<file path="src/include/mpsc_pkg.sv">
// Constants and types for the mute patch and solo controller
// Behaviour
// - 128 patch memories plus special all entry
// - Up/down step patch; held keys auto-repeat
// - Store copies console mutes into selected patch
// - Preview shows patch mutes; preview light flashes
// - Preview keeps mutes; switches work; preview exits
// - Recall loads patch except safe/group channels
// - All entry store writes every patch
// - First store on all only arms, flashing
// - Second store confirms; other key cancels
// - Display steps through patches while writing
// - Clear/set all flashes matching prompt
// - Console mode: mode dot, code, equals sign if solo on
// - Serial channel: channel dot, 1-16 or off
// - Solo held arms, flashes, shows solo safes
// - Mute press solos it, keeps solo safes
// - Further presses toggle mutes while soloing
// - Solo release restores saved mutes
// - Shift+solo toggles last solo and mix
// - Solo+safe edit toggles solo-safe flags only
// - Safe edit release re-arms; both release exits
// - Solo safes kept apart, software-archivable
// - Shift+up shows solo enable; recall toggles
// - Disabled solo shows off, mutes untouched
// - Patch dot: match lit, changed off, differ flash
// - Auto increment advances patch after recall
package mpsc_pkg;
    localparam int N_CH_DEF  = 32;
    localparam int N_PATCH   = 128;
    localparam logic [7:0] SEL_ALL    = 8'h80;
    localparam logic [7:0] SER_MAX    = 8'h10;
    localparam logic [7:0] MODE_SOLO  = 8'h50;
    // Register byte offsets
    localparam logic [7:0] A_CTRL     = 8'h00;
    localparam logic [7:0] A_STATUS   = 8'h04;
    localparam logic [7:0] A_MSAFE    = 8'h08;
    localparam logic [7:0] A_GROUP    = 8'h0C;
    localparam logic [7:0] A_SSAFE    = 8'h10;
    localparam logic [7:0] A_MUTES    = 8'h14;
    localparam logic [7:0] A_SERIAL   = 8'h18;
    // Control fields and reset values
    localparam int CTRL_SOLO_EN  = 0;
    localparam int CTRL_AUTO_INC = 1;
    localparam logic RST_SOLO_EN  = 1'b1;
    localparam logic RST_AUTO_INC = 1'b0;
    localparam logic [7:0] RST_SER = 8'h01;
    // Status fields
    localparam int ST_SEL_LSB   = 0;
    localparam int ST_LAST_LSB  = 8;
    localparam int ST_STATE_LSB = 16;
    localparam int ST_MATCH     = 20;
    // Timing
    localparam int CLK_HZ        = 50_000_000;
    localparam int REP_DELAY_MS  = 500;
    localparam int REP_RATE_MS   = 80;
    localparam int BLINK_MS      = 250;
    localparam int REP_DELAY_CYC = REP_DELAY_MS * (CLK_HZ / 1000);
    localparam int REP_RATE_CYC  = REP_RATE_MS * (CLK_HZ / 1000);
    localparam int BLINK_CYC     = BLINK_MS * (CLK_HZ / 1000);

    typedef struct packed {
        logic up;
        logic down;
        logic store;
        logic recall;
        logic preview;
        logic shift;
        logic solo_in_place_key;
        logic safe_edit;
        logic clear_all;
        logic set_all;
    } mpsc_keys_t;

    typedef enum logic [3:0] {
        S_NORMAL, S_PREVIEW, S_ALL_ARMED, S_ALL_WRITE, S_PROMPT,
        S_SOLO_ARMED, S_SOLO, S_SAFE_EDIT, S_LAST_SOLO, S_SOLO_OFF,
        S_CONSOLE, S_SERIAL
    } mpsc_state_t;

    typedef enum logic [2:0] {
        DK_PATCH, DK_ALL, DK_CLEAR, DK_SET, DK_MODE, DK_SERIAL, DK_OFF
    } mpsc_dkind_t;

    typedef struct packed {
        mpsc_dkind_t kind;
        logic [7:0]  value;
        logic        flash;
        logic        patch_dot;
        logic        mode_dot;
        logic        chan_dot;
        logic        equals;
    } mpsc_disp_t;
endpackage : mpsc_pkg

</file>
<file path="src/rtl/mpsc_top.sv">
// Mute patch memory, solo-in-place and display control with APB access
//
// The address map and the APB slave port were decided locally.
`timescale 1ns/1ns
module mpsc_top #(
    parameter int N_CH      = mpsc_pkg::N_CH_DEF,
    parameter int REP_DELAY = mpsc_pkg::REP_DELAY_CYC,
    parameter int REP_RATE  = mpsc_pkg::REP_RATE_CYC,
    parameter int BLINK     = mpsc_pkg::BLINK_CYC
) (
    input  wire logic                 pclk,
    input  wire logic                 presetn,
    input  wire logic                 psel,
    input  wire logic                 penable,
    input  wire logic                 pwrite,
    input  wire logic [7:0]           paddr,
    input  wire logic [31:0]          pwdata,
    output logic      [31:0]          prdata,
    output logic                      pready,
    output logic                      pslverr,
    input  wire mpsc_pkg::mpsc_keys_t key_in,
    input  wire logic [N_CH-1:0]      mute_sw,
    output logic      [N_CH-1:0]      mute_out,
    output logic      [N_CH-1:0]      safe_led,
    output logic                      preview_led,
    output logic                      store_led,
    output logic                      solo_led,
    output logic                      safe_edit_led,
    output mpsc_pkg::mpsc_disp_t      disp
);
    import mpsc_pkg::*;

    generate
        if (N_CH < 1 || N_CH > 32 || REP_DELAY < 2 || REP_RATE < 2 || BLINK < 2) begin : g_bad
            $error("mpsc_top: unsupported parameter value");
        end
    endgenerate

    mpsc_keys_t  k_s1, kh, k_prev, kp;
    logic [N_CH-1:0] m_s1, m_s2, m_prev, mpr;
    mpsc_state_t state_q;
    logic [N_CH-1:0] mute_q, saved_q, last_q, msafe_q, group_q, ssafe_q;
    logic [N_CH-1:0] rec_img_q, keep, patch_rd;
    logic [N_CH-1:0] mem [N_PATCH];
    logic [7:0]  sel_q, last_rec_q, ser_q;
    logic [6:0]  wr_idx_q;
    logic        solo_en_q, auto_inc_q, ls_on_q, rec_valid_q, match;
    logic        any_key, step_up, step_dn, scroll_ok;
    logic [31:0] rep_cnt_q, blink_cnt_q;
    logic        rep_fast_q, blink_q;
    logic        wr_en, rd_en, hit;
    logic [31:0] rdata;

    // Wrapping scroll through 0..127 then the all entry
    function automatic logic [7:0] next_sel(input logic [7:0] s, input logic up);
        if (up) begin
            next_sel = (s == SEL_ALL) ? 8'h00 : s + 8'h01;
        end else begin
            next_sel = (s == 8'h00) ? SEL_ALL : s - 8'h01;
        end
    endfunction : next_sel

    // Two-flop synchronisers for panel keys and switches
    always_ff @(posedge pclk or negedge presetn) begin
        if (!presetn) begin
            k_s1   <= '0;
            kh     <= '0;
            k_prev <= '0;
            m_s1   <= '0;
            m_s2   <= '0;
            m_prev <= '0;
        end else begin
            k_s1   <= key_in;
            kh     <= k_s1;
            k_prev <= kh;
            m_s1   <= mute_sw;
            m_s2   <= m_s1;
            m_prev <= m_s2;
        end
    end

    // Press edges; any press other than store cancels an armed overwrite
    assign kp      = kh & ~k_prev;
    assign mpr     = m_s2 & ~m_prev;
    assign any_key = (|kp) || (|mpr);
    assign keep    = msafe_q | group_q;
    assign patch_rd = (sel_q == SEL_ALL) ? '0 : mem[sel_q[6:0]];
    assign match   = rec_valid_q && (((mute_q ^ rec_img_q) & ~keep) == '0);

    // Auto-repeat timer for held up/down keys
    always_ff @(posedge pclk or negedge presetn) begin
        if (!presetn) begin
            rep_cnt_q  <= '0;
            rep_fast_q <= 1'b0;
        end else if (!(kh.up ^ kh.down) || kp.up || kp.down) begin
            rep_cnt_q  <= '0;
            rep_fast_q <= 1'b0;
        end else if (rep_cnt_q == 32'(rep_fast_q ? REP_RATE - 1 : REP_DELAY - 1)) begin
            rep_cnt_q  <= '0;
            rep_fast_q <= 1'b1;
        end else begin
            rep_cnt_q  <= rep_cnt_q + 32'h1;
        end
    end

    // A step on the press itself, then at the repeat rate
    always_comb begin
        logic tick;
        tick    = 1'b0;
        tick    = (kh.up ^ kh.down) && !kp.up && !kp.down
                  && rep_cnt_q == 32'(rep_fast_q ? REP_RATE - 1 : REP_DELAY - 1);
        step_up = kp.up || (tick && kh.up);
        step_dn = kp.down || (tick && kh.down);
    end

    // Shift turns up/down into mode keys, not scrolling
    assign scroll_ok = !kh.shift && (state_q == S_NORMAL || state_q == S_PREVIEW);

    // Blink phase shared by every flashing indicator
    always_ff @(posedge pclk or negedge presetn) begin
        if (!presetn) begin
            blink_cnt_q <= '0;
            blink_q     <= 1'b0;
        end else if (blink_cnt_q == 32'(BLINK - 1)) begin
            blink_cnt_q <= '0;
            blink_q     <= ~blink_q;
        end else begin
            blink_cnt_q <= blink_cnt_q + 32'h1;
        end
    end

    // Mode sequencing and console mute state
    always_ff @(posedge pclk or negedge presetn) begin
        if (!presetn) begin
            state_q <= S_NORMAL;
            mute_q  <= '0;
            saved_q <= '0;
            last_q  <= '0;
            ls_on_q <= 1'b0;
        end else begin
            unique case (state_q)
                S_NORMAL: begin
                    mute_q <= mute_q ^ mpr;
                    if (kp.solo_in_place_key) begin
                        saved_q <= mute_q;
                        if (!solo_en_q) begin
                            state_q <= S_SOLO_OFF;
                        end else if (kh.shift) begin
                            mute_q  <= (mute_q & ssafe_q) | (last_q & ~ssafe_q);
                            ls_on_q <= 1'b1;
                            state_q <= S_LAST_SOLO;
                        end else begin
                            mute_q  <= mute_q;
                            state_q <= S_SOLO_ARMED;
                        end
                    end else if (kh.shift && kp.up) begin
                        state_q <= S_CONSOLE;
                    end else if (kh.shift && kp.preview) begin
                        state_q <= S_SERIAL;
                    end else if (kp.preview) begin
                        state_q <= S_PREVIEW;
                    end else if (kp.recall && !kh.shift && sel_q != SEL_ALL) begin
                        mute_q <= (mute_q & keep) | (patch_rd & ~keep);
                    end else if (kp.store && sel_q == SEL_ALL) begin
                        state_q <= S_ALL_ARMED;
                    end else if (kp.clear_all || kp.set_all) begin
                        ls_on_q <= kp.set_all;
                        state_q <= S_PROMPT;
                    end
                end
                S_PREVIEW: begin
                    mute_q <= mute_q ^ mpr;
                    if (kp.preview) begin
                        state_q <= S_NORMAL;
                    end
                end
                S_ALL_ARMED: begin
                    if (kp.store) begin
                        state_q <= S_ALL_WRITE;
                    end else if (any_key) begin
                        state_q <= S_NORMAL;
                    end
                end
                S_ALL_WRITE: begin
                    if (wr_idx_q == 7'h7F) begin
                        state_q <= S_NORMAL;
                    end
                end
                S_PROMPT: begin
                    if (kp.store) begin
                        mute_q  <= ls_on_q ? '1 : '0;
                        ls_on_q <= 1'b0;
                        state_q <= S_NORMAL;
                    end else if (any_key) begin
                        ls_on_q <= 1'b0;
                        state_q <= S_NORMAL;
                    end
                end
                S_SOLO_OFF: begin
                    if (!kh.solo_in_place_key) begin
                        state_q <= S_NORMAL;
                    end
                end
                S_SOLO_ARMED: begin
                    if (!kh.solo_in_place_key) begin
                        state_q <= S_NORMAL;
                    end else if (kp.safe_edit) begin
                        state_q <= S_SAFE_EDIT;
                    end else if (|mpr) begin
                        mute_q  <= (mute_q & ssafe_q) | (~ssafe_q & ~mpr);
                        state_q <= S_SOLO;
                    end
                end
                S_SOLO: begin
                    if (!kh.solo_in_place_key) begin
                        mute_q  <= saved_q;
                        last_q  <= mute_q;
                        state_q <= S_NORMAL;
                    end else begin
                        mute_q <= mute_q ^ mpr;
                    end
                end
                S_SAFE_EDIT: begin
                    if (!kh.solo_in_place_key) begin
                        state_q <= S_NORMAL;
                    end else if (!kh.safe_edit) begin
                        state_q <= S_SOLO_ARMED;
                    end
                end
                S_LAST_SOLO: begin
                    if (!kh.shift) begin
                        mute_q  <= saved_q;
                        ls_on_q <= 1'b0;
                        state_q <= S_NORMAL;
                    end else if (kp.solo_in_place_key) begin
                        ls_on_q <= ~ls_on_q;
                        mute_q  <= ls_on_q ? saved_q
                                   : (saved_q & ssafe_q) | (last_q & ~ssafe_q);
                    end
                end
                S_CONSOLE: begin
                    if (!(kh.shift && kh.up)) begin
                        state_q <= S_NORMAL;
                    end
                end
                S_SERIAL: begin
                    if (!(kh.shift && kh.preview)) begin
                        state_q <= S_NORMAL;
                    end
                end
            endcase
        end
    end

    // Selected patch number: scrolling and auto increment
    always_ff @(posedge pclk or negedge presetn) begin
        if (!presetn) begin
            sel_q <= 8'h00;
        end else if (scroll_ok && step_up) begin
            sel_q <= next_sel(sel_q, 1'b1);
        end else if (scroll_ok && step_dn) begin
            sel_q <= next_sel(sel_q, 1'b0);
        end else if (state_q == S_NORMAL && !kh.shift && !kp.solo_in_place_key && !kp.preview
                     && kp.recall && auto_inc_q && sel_q != SEL_ALL) begin
            sel_q <= next_sel(sel_q, 1'b1);
        end
    end

    // Last recalled patch and its applied image for the patch dot
    always_ff @(posedge pclk or negedge presetn) begin
        if (!presetn) begin
            last_rec_q  <= 8'h00;
            rec_img_q   <= '0;
            rec_valid_q <= 1'b0;
        end else if (state_q == S_NORMAL && !kp.solo_in_place_key && !kh.shift
                     && !kp.preview && kp.recall && sel_q != SEL_ALL) begin
            last_rec_q  <= sel_q;
            rec_img_q   <= patch_rd;
            rec_valid_q <= 1'b1;
        end
    end

    // Overwrite walk index for the all entry
    always_ff @(posedge pclk or negedge presetn) begin
        if (!presetn) begin
            wr_idx_q <= 7'h00;
        end else if (state_q == S_ALL_WRITE) begin
            wr_idx_q <= wr_idx_q + 7'h01;
        end else begin
            wr_idx_q <= 7'h00;
        end
    end

    // Patch memory; contents are undefined until stored
    always_ff @(posedge pclk) begin
        if (state_q == S_ALL_WRITE) begin
            mem[wr_idx_q] <= mute_q;
        end else if (state_q == S_NORMAL && kp.store && sel_q != SEL_ALL
                     && !kp.solo_in_place_key && !kh.shift) begin
            mem[sel_q[6:0]] <= mute_q;
        end
    end

    // APB decode; zero wait states, read data captured at setup
    assign pready  = 1'b1;
    assign wr_en   = psel && penable && pwrite && hit;
    assign rd_en   = psel && !penable && !pwrite;
    assign pslverr = psel && penable && !hit;
    assign hit     = paddr == A_CTRL || paddr == A_STATUS || paddr == A_MSAFE
                     || paddr == A_GROUP || paddr == A_SSAFE || paddr == A_MUTES
                     || paddr == A_SERIAL;

    // Read mux; narrow registers zero-extend
    always_comb begin
        rdata = 32'h0000_0000;
        unique case (paddr)
            A_CTRL: begin
                rdata[CTRL_SOLO_EN]  = solo_en_q;
                rdata[CTRL_AUTO_INC] = auto_inc_q;
            end
            A_STATUS: begin
                rdata[ST_SEL_LSB +: 8]   = sel_q;
                rdata[ST_LAST_LSB +: 8]  = last_rec_q;
                rdata[ST_STATE_LSB +: 4] = state_q;
                rdata[ST_MATCH]          = match;
            end
            A_MSAFE:  rdata[N_CH-1:0] = msafe_q;
            A_GROUP:  rdata[N_CH-1:0] = group_q;
            A_SSAFE:  rdata[N_CH-1:0] = ssafe_q;
            A_MUTES:  rdata[N_CH-1:0] = mute_q;
            A_SERIAL: rdata[7:0]      = ser_q;
            default:  rdata = 32'h0000_0000;
        endcase
    end

    always_ff @(posedge pclk or negedge presetn) begin
        if (!presetn) begin
            prdata <= 32'h0000_0000;
        end else if (rd_en) begin
            prdata <= rdata;
        end
    end

    // Settings: bus writes first, panel toggles win the same cycle
    always_ff @(posedge pclk or negedge presetn) begin
        if (!presetn) begin
            solo_en_q  <= RST_SOLO_EN;
            auto_inc_q <= RST_AUTO_INC;
            msafe_q    <= '0;
            group_q    <= '0;
            ssafe_q    <= '0;
            ser_q      <= RST_SER;
        end else begin
            if (wr_en && paddr == A_CTRL) begin
                solo_en_q  <= pwdata[CTRL_SOLO_EN];
                auto_inc_q <= pwdata[CTRL_AUTO_INC];
            end
            if (wr_en && paddr == A_MSAFE) begin
                msafe_q <= pwdata[N_CH-1:0];
            end
            if (wr_en && paddr == A_GROUP) begin
                group_q <= pwdata[N_CH-1:0];
            end
            // Solo safes live apart from mute safes; software archives them
            if (wr_en && paddr == A_SSAFE) begin
                ssafe_q <= pwdata[N_CH-1:0];
            end
            if (wr_en && paddr == A_SERIAL && pwdata[7:0] <= SER_MAX) begin
                ser_q <= pwdata[7:0];
            end
            if (state_q == S_SAFE_EDIT && kh.safe_edit && kh.solo_in_place_key) begin
                ssafe_q <= ((wr_en && paddr == A_SSAFE) ? pwdata[N_CH-1:0] : ssafe_q) ^ mpr;
            end
            if (state_q == S_CONSOLE && kh.shift && kh.up && kp.recall) begin
                solo_en_q <= ~((wr_en && paddr == A_CTRL) ? pwdata[CTRL_SOLO_EN] : solo_en_q);
            end
            if (state_q == S_SERIAL && kh.shift && kh.preview && (kp.up || kp.down)) begin
                ser_q <= kp.up ? ((ser_q == SER_MAX) ? 8'h00 : ser_q + 8'h01)
                               : ((ser_q == 8'h00) ? SER_MAX : ser_q - 8'h01);
            end
        end
    end

    // Display and indicator registers
    always_ff @(posedge pclk or negedge presetn) begin
        if (!presetn) begin
            disp          <= '{DK_PATCH, 8'h00, 1'b0, 1'b0, 1'b0, 1'b0, 1'b0};
            safe_led      <= '0;
            preview_led   <= 1'b0;
            store_led     <= 1'b0;
            solo_led      <= 1'b0;
            safe_edit_led <= 1'b0;
            mute_out      <= '0;
        end else begin
            mute_out      <= mute_q;
            preview_led   <= state_q == S_PREVIEW && blink_q;
            store_led     <= state_q == S_ALL_ARMED && blink_q;
            safe_edit_led <= state_q == S_SAFE_EDIT && blink_q;
            solo_led      <= ((state_q == S_SOLO_ARMED || state_q == S_SAFE_EDIT) && blink_q)
                             || state_q == S_SOLO || state_q == S_LAST_SOLO;
            unique case (state_q)
                S_PREVIEW: safe_led <= patch_rd;
                S_SOLO_ARMED, S_SOLO, S_SAFE_EDIT, S_LAST_SOLO: safe_led <= ssafe_q;
                default: safe_led <= msafe_q;
            endcase
            disp <= '{(sel_q == SEL_ALL) ? DK_ALL : DK_PATCH, sel_q, 1'b0,
                      (sel_q != last_rec_q) ? blink_q : match, 1'b0, 1'b0, 1'b0};
            unique case (state_q)
                S_ALL_ARMED: disp <= '{DK_ALL, SEL_ALL, 1'b1, 1'b0, 1'b0, 1'b0, 1'b0};
                S_ALL_WRITE: disp <= '{DK_PATCH, {1'b0, wr_idx_q}, 1'b0, 1'b0, 1'b0, 1'b0, 1'b0};
                S_PROMPT: disp <= '{ls_on_q ? DK_SET : DK_CLEAR, 8'h00, 1'b1, 1'b0, 1'b0, 1'b0, 1'b0};
                S_SOLO_OFF: disp <= '{DK_OFF, 8'h00, 1'b0, 1'b0, 1'b0, 1'b0, 1'b0};
                S_CONSOLE: disp <= '{DK_MODE, MODE_SOLO, 1'b0, 1'b0, 1'b1, 1'b0, solo_en_q};
                S_SERIAL: disp <= '{(ser_q == 8'h00) ? DK_OFF : DK_SERIAL, ser_q,
                                    1'b0, 1'b0, 1'b0, 1'b1, 1'b0};
                default: ;
            endcase
        end
    end
endmodule : mpsc_top

</file>
<file path="config.mk">
export PLATFORM = sky130hd
export DESIGN_NAME = mpsc_top
export DESIGN_NICKNAME = d
export VERILOG_FILES = /design/src/include/mpsc_pkg.sv /design/src/rtl/mpsc_top.sv
export SDC_FILE = /design/constraint.sdc
export NUM_CORES = 2
export LEC_CHECK = 0
export BUFFER_PORTS_ARGS = -buffer_cell sky130_fd_sc_hd__buf_2
export CELL_PAD_IN_SITES_DETAIL_PLACEMENT = 0
export CELL_PAD_IN_SITES_GLOBAL_PLACEMENT = 1
export CORE_MARGIN = 5
export CORE_UTILIZATION = 56
export DETAILED_ROUTE_END_ITERATION = 8
export PLACE_DENSITY_LB_ADDON = 0.2
export SYNTH_ARGS = -nofsm -noshare
export SYNTH_HDL_FRONTEND = slang
export SYNTH_SLANG_ARGS = --single-unit
export TNS_END_PERCENT = 100
</file>
<file path="constraint.sdc">
create_clock -name pclk -period 8.1 [get_ports pclk]
set_input_delay 0 -clock pclk [delete_from_list [all_inputs] [get_ports pclk]]
set_output_delay 0 -clock pclk [all_outputs]
set_load 0.005 [all_outputs]
</file>
After elaboration in Yosys (flattened, before gate mapping)
Memory sizes are Yosys's and may differ from the RTL's.
Index checks and enable logic that the tools add are counted.
- register bits after elaboration: 571
- RAM bits: 4096
- bits of input ports: 87
- memories kept: 1
- add/sub/neg operators: 7
- magnitude comparators: 1
- equal/unequal tests: 49
- mux-type cells: 95
- bitwise logic cells: 27
- reductions and logical operators: 101
- memory list (memory ; depth ; bits a word ; rd ports ; clocked after memory_dff ; wr ports ; line ; source):
    mem ; 128 ; 32 ; 1 ; 0 ; 1 ; mpsc_top.sv:44 ; logic [N_CH-1:0] mem [N_PATCH];
- operators with widths (operator ; number):
    2-to-1 mux 32 bit ; 23
    bitwise AND 32 bit ; 8
    case mux 32 bit (6 select lines) ; 1
    OR 32 bit ; 5
    NOT 32 bit ; 4
    case mux 16 bit (6 select lines) ; 1
    bitwise XOR 32 bit ; 3
    2-to-1 mux 4 bit ; 23
    2-to-1 mux 8 bit ; 10
    case mux 13 bit (5 select lines) ; 1
    adder 32 x 1 -> 32 bit (second input constant) ; 2
    case mux 32 bit (2 select lines) ; 1
    OR reduction 32 bit ; 2
    logical AND 1 bit ; 55
    case mux 11 bit (4 select lines) ; 1
    case mux 4 bit (11 select lines) ; 1
    case mux 6 bit (6 select lines) ; 1
    inequality test 3 bit (second input constant) ; 11
    equality test 32 x 24 -> 1 bit (second input constant) ; 1
    equality test 32 x 25 -> 1 bit ; 1
    equality test 8 x 5 -> 1 bit (second input constant) ; 4
    logical NOT 32 bit ; 1
    2-to-1 mux 1 bit ; 26
    2-to-1 mux 25 bit ; 1
    40 further kinds ; 93

Logic depth before layout (Yosys ltp)
- depth in word-level cells: 12
- depth in mapped cells: 19
- depth with buffers taken out: 10

Worst setup path before layout
No wires, ideal clock.
- path kind: flip-flop to flip-flop
- start point: register sel_q[0]
- end point: memory mem[102][0] in the netlist's numbering, enable pin
- setup time: 0.421 ns
- arrival: 5.230 ns
- path slack: 2.449 ns
- cell stages (with the launch flop): 19
- path buffers: 10
- cell sequence: dfrtp_1 buf_6 buf_8 buf_6 buf_8 buf_6 inv_1 buf_2 buf_2 ha_1 or3b_2 nor3_2 or3_1 clkbuf_1 clkbuf_1 o21ai_0 or3_1 clkbuf_1 nor2_1
- longest elaborated chain between the ends: 9
- RTL lines (what ; line ; source):
    start, declared ; mpsc_top.sv:45 ; logic [7:0] sel_q, last_rec_q, ser_q;
    start signal, assigned ; mpsc_top.sv:260 ; sel_q <= next_sel(sel_q, 1'b1);
    start signal, assigned ; mpsc_top.sv:262 ; sel_q <= next_sel(sel_q, 1'b0);
    start signal, assigned ; mpsc_top.sv:265 ; sel_q <= next_sel(sel_q, 1'b1);
    inequality test 8 bit ; mpsc_top.sv:298 ; end else if (state_q == S_NORMAL && kp.store && sel_q != SEL_ALL
    logical AND 1 bit ; mpsc_top.sv:298 ;
    logical AND 1 bit (2 in a row) ; mpsc_top.sv:299 ; && !kp.solo_in_place_key && !kh.shift) begin
    2-to-1 mux 1 bit ; mpsc_top.sv:298 ;
    2-to-1 mux 1 bit ; mpsc_top.sv:296 ; if (state_q == S_ALL_WRITE) begin
    2-to-1 mux 1 bit (not written as such) ; mpsc_top.sv:300 ; mem[sel_q[6:0]] <= mute_q;
    OR reduction 32 bit (no source line) ; -- ;
    2-to-1 mux 7 bit (no source line) or 2-to-1 mux 1 bit (tied branches) ; -- ;
    end, declared ; mpsc_top.sv:44 ;
Several ways; a longest one is shown, not always the timed one.

==> metrics <==
mux contribution to synthesized area=16.2%; worst path bufs/invs=3; clock sinks=4667; synth warn=0; number of synthesized flops with an enable pin=4096; Slew HR=-10.3%; Mapped Area=184000 µm²; I/O Buffers=203; CTS tree=built; largest net degree at the start of global routing=172; Max-Cap Viols=1; Netlist cell types=88; total power=77.2 mW; NetSw=27.3 mW; Avg Cell Area, Syn=19.9 µm²; worst slew pin tran=1.65 ns; post-layout minimum cycle time=6.17 ns; post-CTS sizing=0; Worst setup SP type=flop; Async SR Flop Fraction=12.2%; Yosys reg bits=4667; Mapped Nets=9361; WL per Instance=38.5 µm; Placement Setup Slack=2.08 ns; Seq pwr share=40.4%; CORE AREA=327000 µm²; Crit-path slowest cell=dfrtp_4; HPWL after DPL=344000 µm; final setup margin=1.93 ns; Cells after Synth=9267; clk slew on worst S/H paths=0.06 ns; I/O pin count=205; CP Data Arrival Time=7.05 ns; Vias/cell=6.86; Crit Path Class=reg2reg; VDD IR max=0.269 mV; Syn-to-layout area delta=13.2%; Min Hold Slack=0.0734 ns; simple-gate area share of the yosys netlist=3.30%; slowest stage delay, CP=1.01 ns; number of global-route vias before repair=97197; Slew Limit Fails=2; share of cells above drive strength 1=26.1%; total CTS buffers=461; clock buffer depth=4; first-pass GRT wire length=778000 µm; Pre-antenna DRT Iters=9; Vias=100090; Reg2Reg Setup Slack=1.93 ns; failing checks=design-rule violations, max-capacitance violations, max-slew violations; hold violation count in the final report=0; H-Tree Depth=5; Cell Chain, Critical Path=buf_4, buf_12, mux4_2, mux4_2, mux2i_1, o22ai_1, a211oi_1, buf_4, nor4_1, o32ai_1, o21ai_1; total track usage=32.9%; First DRT Iteration DRCs=15936; cell accounting for the most synthesized area=edfxtp_1; wirelength, routed=563000 µm; Die Ht=583 µm; main combinational cell family by area after synthesis=multiplexers; clock latency on the worst-skew pair=1.03 ns; Internal Power=50.0 mW; Main synth FF type=edfxtp_1; Design Area, Final=208000 µm²; max frequency=162 MHz; post-route ant nets=0; delay-heaviest family, CP=multiplexers; clk_skew=0.0437 ns; row cnt=210; area of the multi-input gates=44900 µm²; Setup crit end kind=flop; Synth Area in Compound Gates=3.47%; Final TNS setup=0 ns; most frequent cells in the layout=edfxtp_1, mux4_2, dfrtp_1, clkbuf_16, nand2_1; ranking of synthesized cells by area=edfxtp_1, mux4_2, dfrtp_1; Horiz. Die Dim=583 µm; RePlAce Congestion=0.980; status=finished with violations; die area=340000 µm²; worst-path fanout max=83; hold crit path type=in2reg; Seq. cell area=137000 µm²; sw frac=35.3%; Combinational Power Share=31.5%; Pleak=69.7 nW; most common cell after layout, fill and taps aside=edfxtp_1; XOR/XNOR share of the synthesized area=0.747%; post-placement cell area=191000 µm²; total grt overflow=0; top cell type's share of synthesized area=66.8%; area share of fa/ha/maj cells after synthesis=0.0476%; Fillers=21995; RSZ-0062 raised after global routing=no; fin crit share=76.2%; Remaining DRCs=2; CTS root buffer=clkbuf_16; final setup violation count=0; Layout Nets=9935; CP Data Required Time=8.97 ns; initial antenna violation count=52; Clk network pwr share=28.1%; post-synthesis sequential area ratio=74.5%; cell area power density=371 nW/µm²; initial core utilization=56.3%
layer usage:
metal / up-vias / track usage [%] / share of wire (%)
met2: 7147 / 48.7 / 45
met4: 22 / 18.1 / 6.9
li1: 39159 / - / -
met5: - / 0.0850 / 0.032
met1: 52384 / 45.4 / 36
met3: 1378 / 8.40 / 12
tightest hold or removal path, cell delays in order:
cell and delay, ns:
buf_2 0.08, nor2_1 0.04, dlygate4sd3_1 0.56, and2_1 0.19, nand2_1 0.08, o21ai_0 0.07
area by class of cell:
cell class	instances	share of cell area [%]
diodes	20	0.0240
well taps	4346	2.61
clock inverters	286	1.46
multi-input cells	4006	21.5
flip-flops and latches	4667	65.9
inverters	44	0.0900
clock buffers	571	5.88
repair buffers	661	2.48
synthesized netlist by cell type (29+ instances only):
cell,instances
edfxtp_1,4096
mux4_2,1095
dfrtp_1,569
nand2_1,446
nor2_1,408
mux2i_1,324
clkbuf_1,241
o21ai_0,238
mux2_2,160
buf_2,135
a21oi_1,119
nand3_1,99
a22oi_1,85
xor2_1,79
xnor2_1,78
a221oi_1,70
buf_4,62
nor3_1,61
buf_1,55
o22ai_1,54
nand2b_1,51
nand4_1,44
buf_6,43
a31oi_1,39
inv_1,39
a22o_1,38
o211ai_1,36
nor2b_1,32
o221ai_1,32
a211oi_1,31
nand3b_1,30
or2_2,29
flip-flops by register name, summed over array words and instances, names as in the netlist, 16 cells and up, named ones only:
name	count
m_prev	32
m_s2	32
prdata	32
saved_q	32
group_q	32
last_q	32
rec_img_q	32
safe_led	32
m_s1	32
disp	16
msafe_q	32
blink_cnt_q	32
mem	4096
ssafe_q	32
mute_out	32
rep_cnt_q	32
worst paths after layout:
check                         start         to  cells after the start
setup / recovery           sel_q[0]       flop                     11
hold / removal             paddr[7]  prdata[1]                      6
setup reg to reg           sel_q[0]       flop                     11
hold reg to reg             m_s1[4]    m_s2[4]                      0
max in group asynchronous   presetn   m_s1[30]                      4
min in group asynchronous   presetn  solo_en_q                      3
power by group through the flow:
stage / logic, mW / clock network, mW / registers, mW
floorplan: 12.5 / 0 / 31.6
global placement: 23.4 / 0 / 31.6
detailed placement: 23.7 / 0 / 31.6
CTS: 23.8 / 21.9 / 31.1
global route: 24.8 / 22.9 / 31.2
finish: 24.3 / 21.7 / 31.2
repair_timing:
action / 4_1_cts / 5_1_grt
buffers inserted: 0 / 0
hold buffers: 165 / 0
hold endpoints to repair: 591 / 0
metrics by stage:
stage	utilization (%)	instances
floorplan	-	9267
global placement	58.5	13557
detailed placement	58.5	13559
CTS	63.7	14581
global route	63.7	14583
finish	63.7	14601
kinds of logic (layout without fill, tap and decap cells):
group / count (synthesis) / after routing
flops: 4667 / 4667
simple gates: 1322 / 1322
buf+inv: 594 / 1562
mux: 1585 / 1585
xor+xnor: 157 / 157
other cells: 1 / 21
fa+ha+maj: 7 / 7
compound gates: 934 / 934
Note: power is estimated with default switching activity, not from simulation.
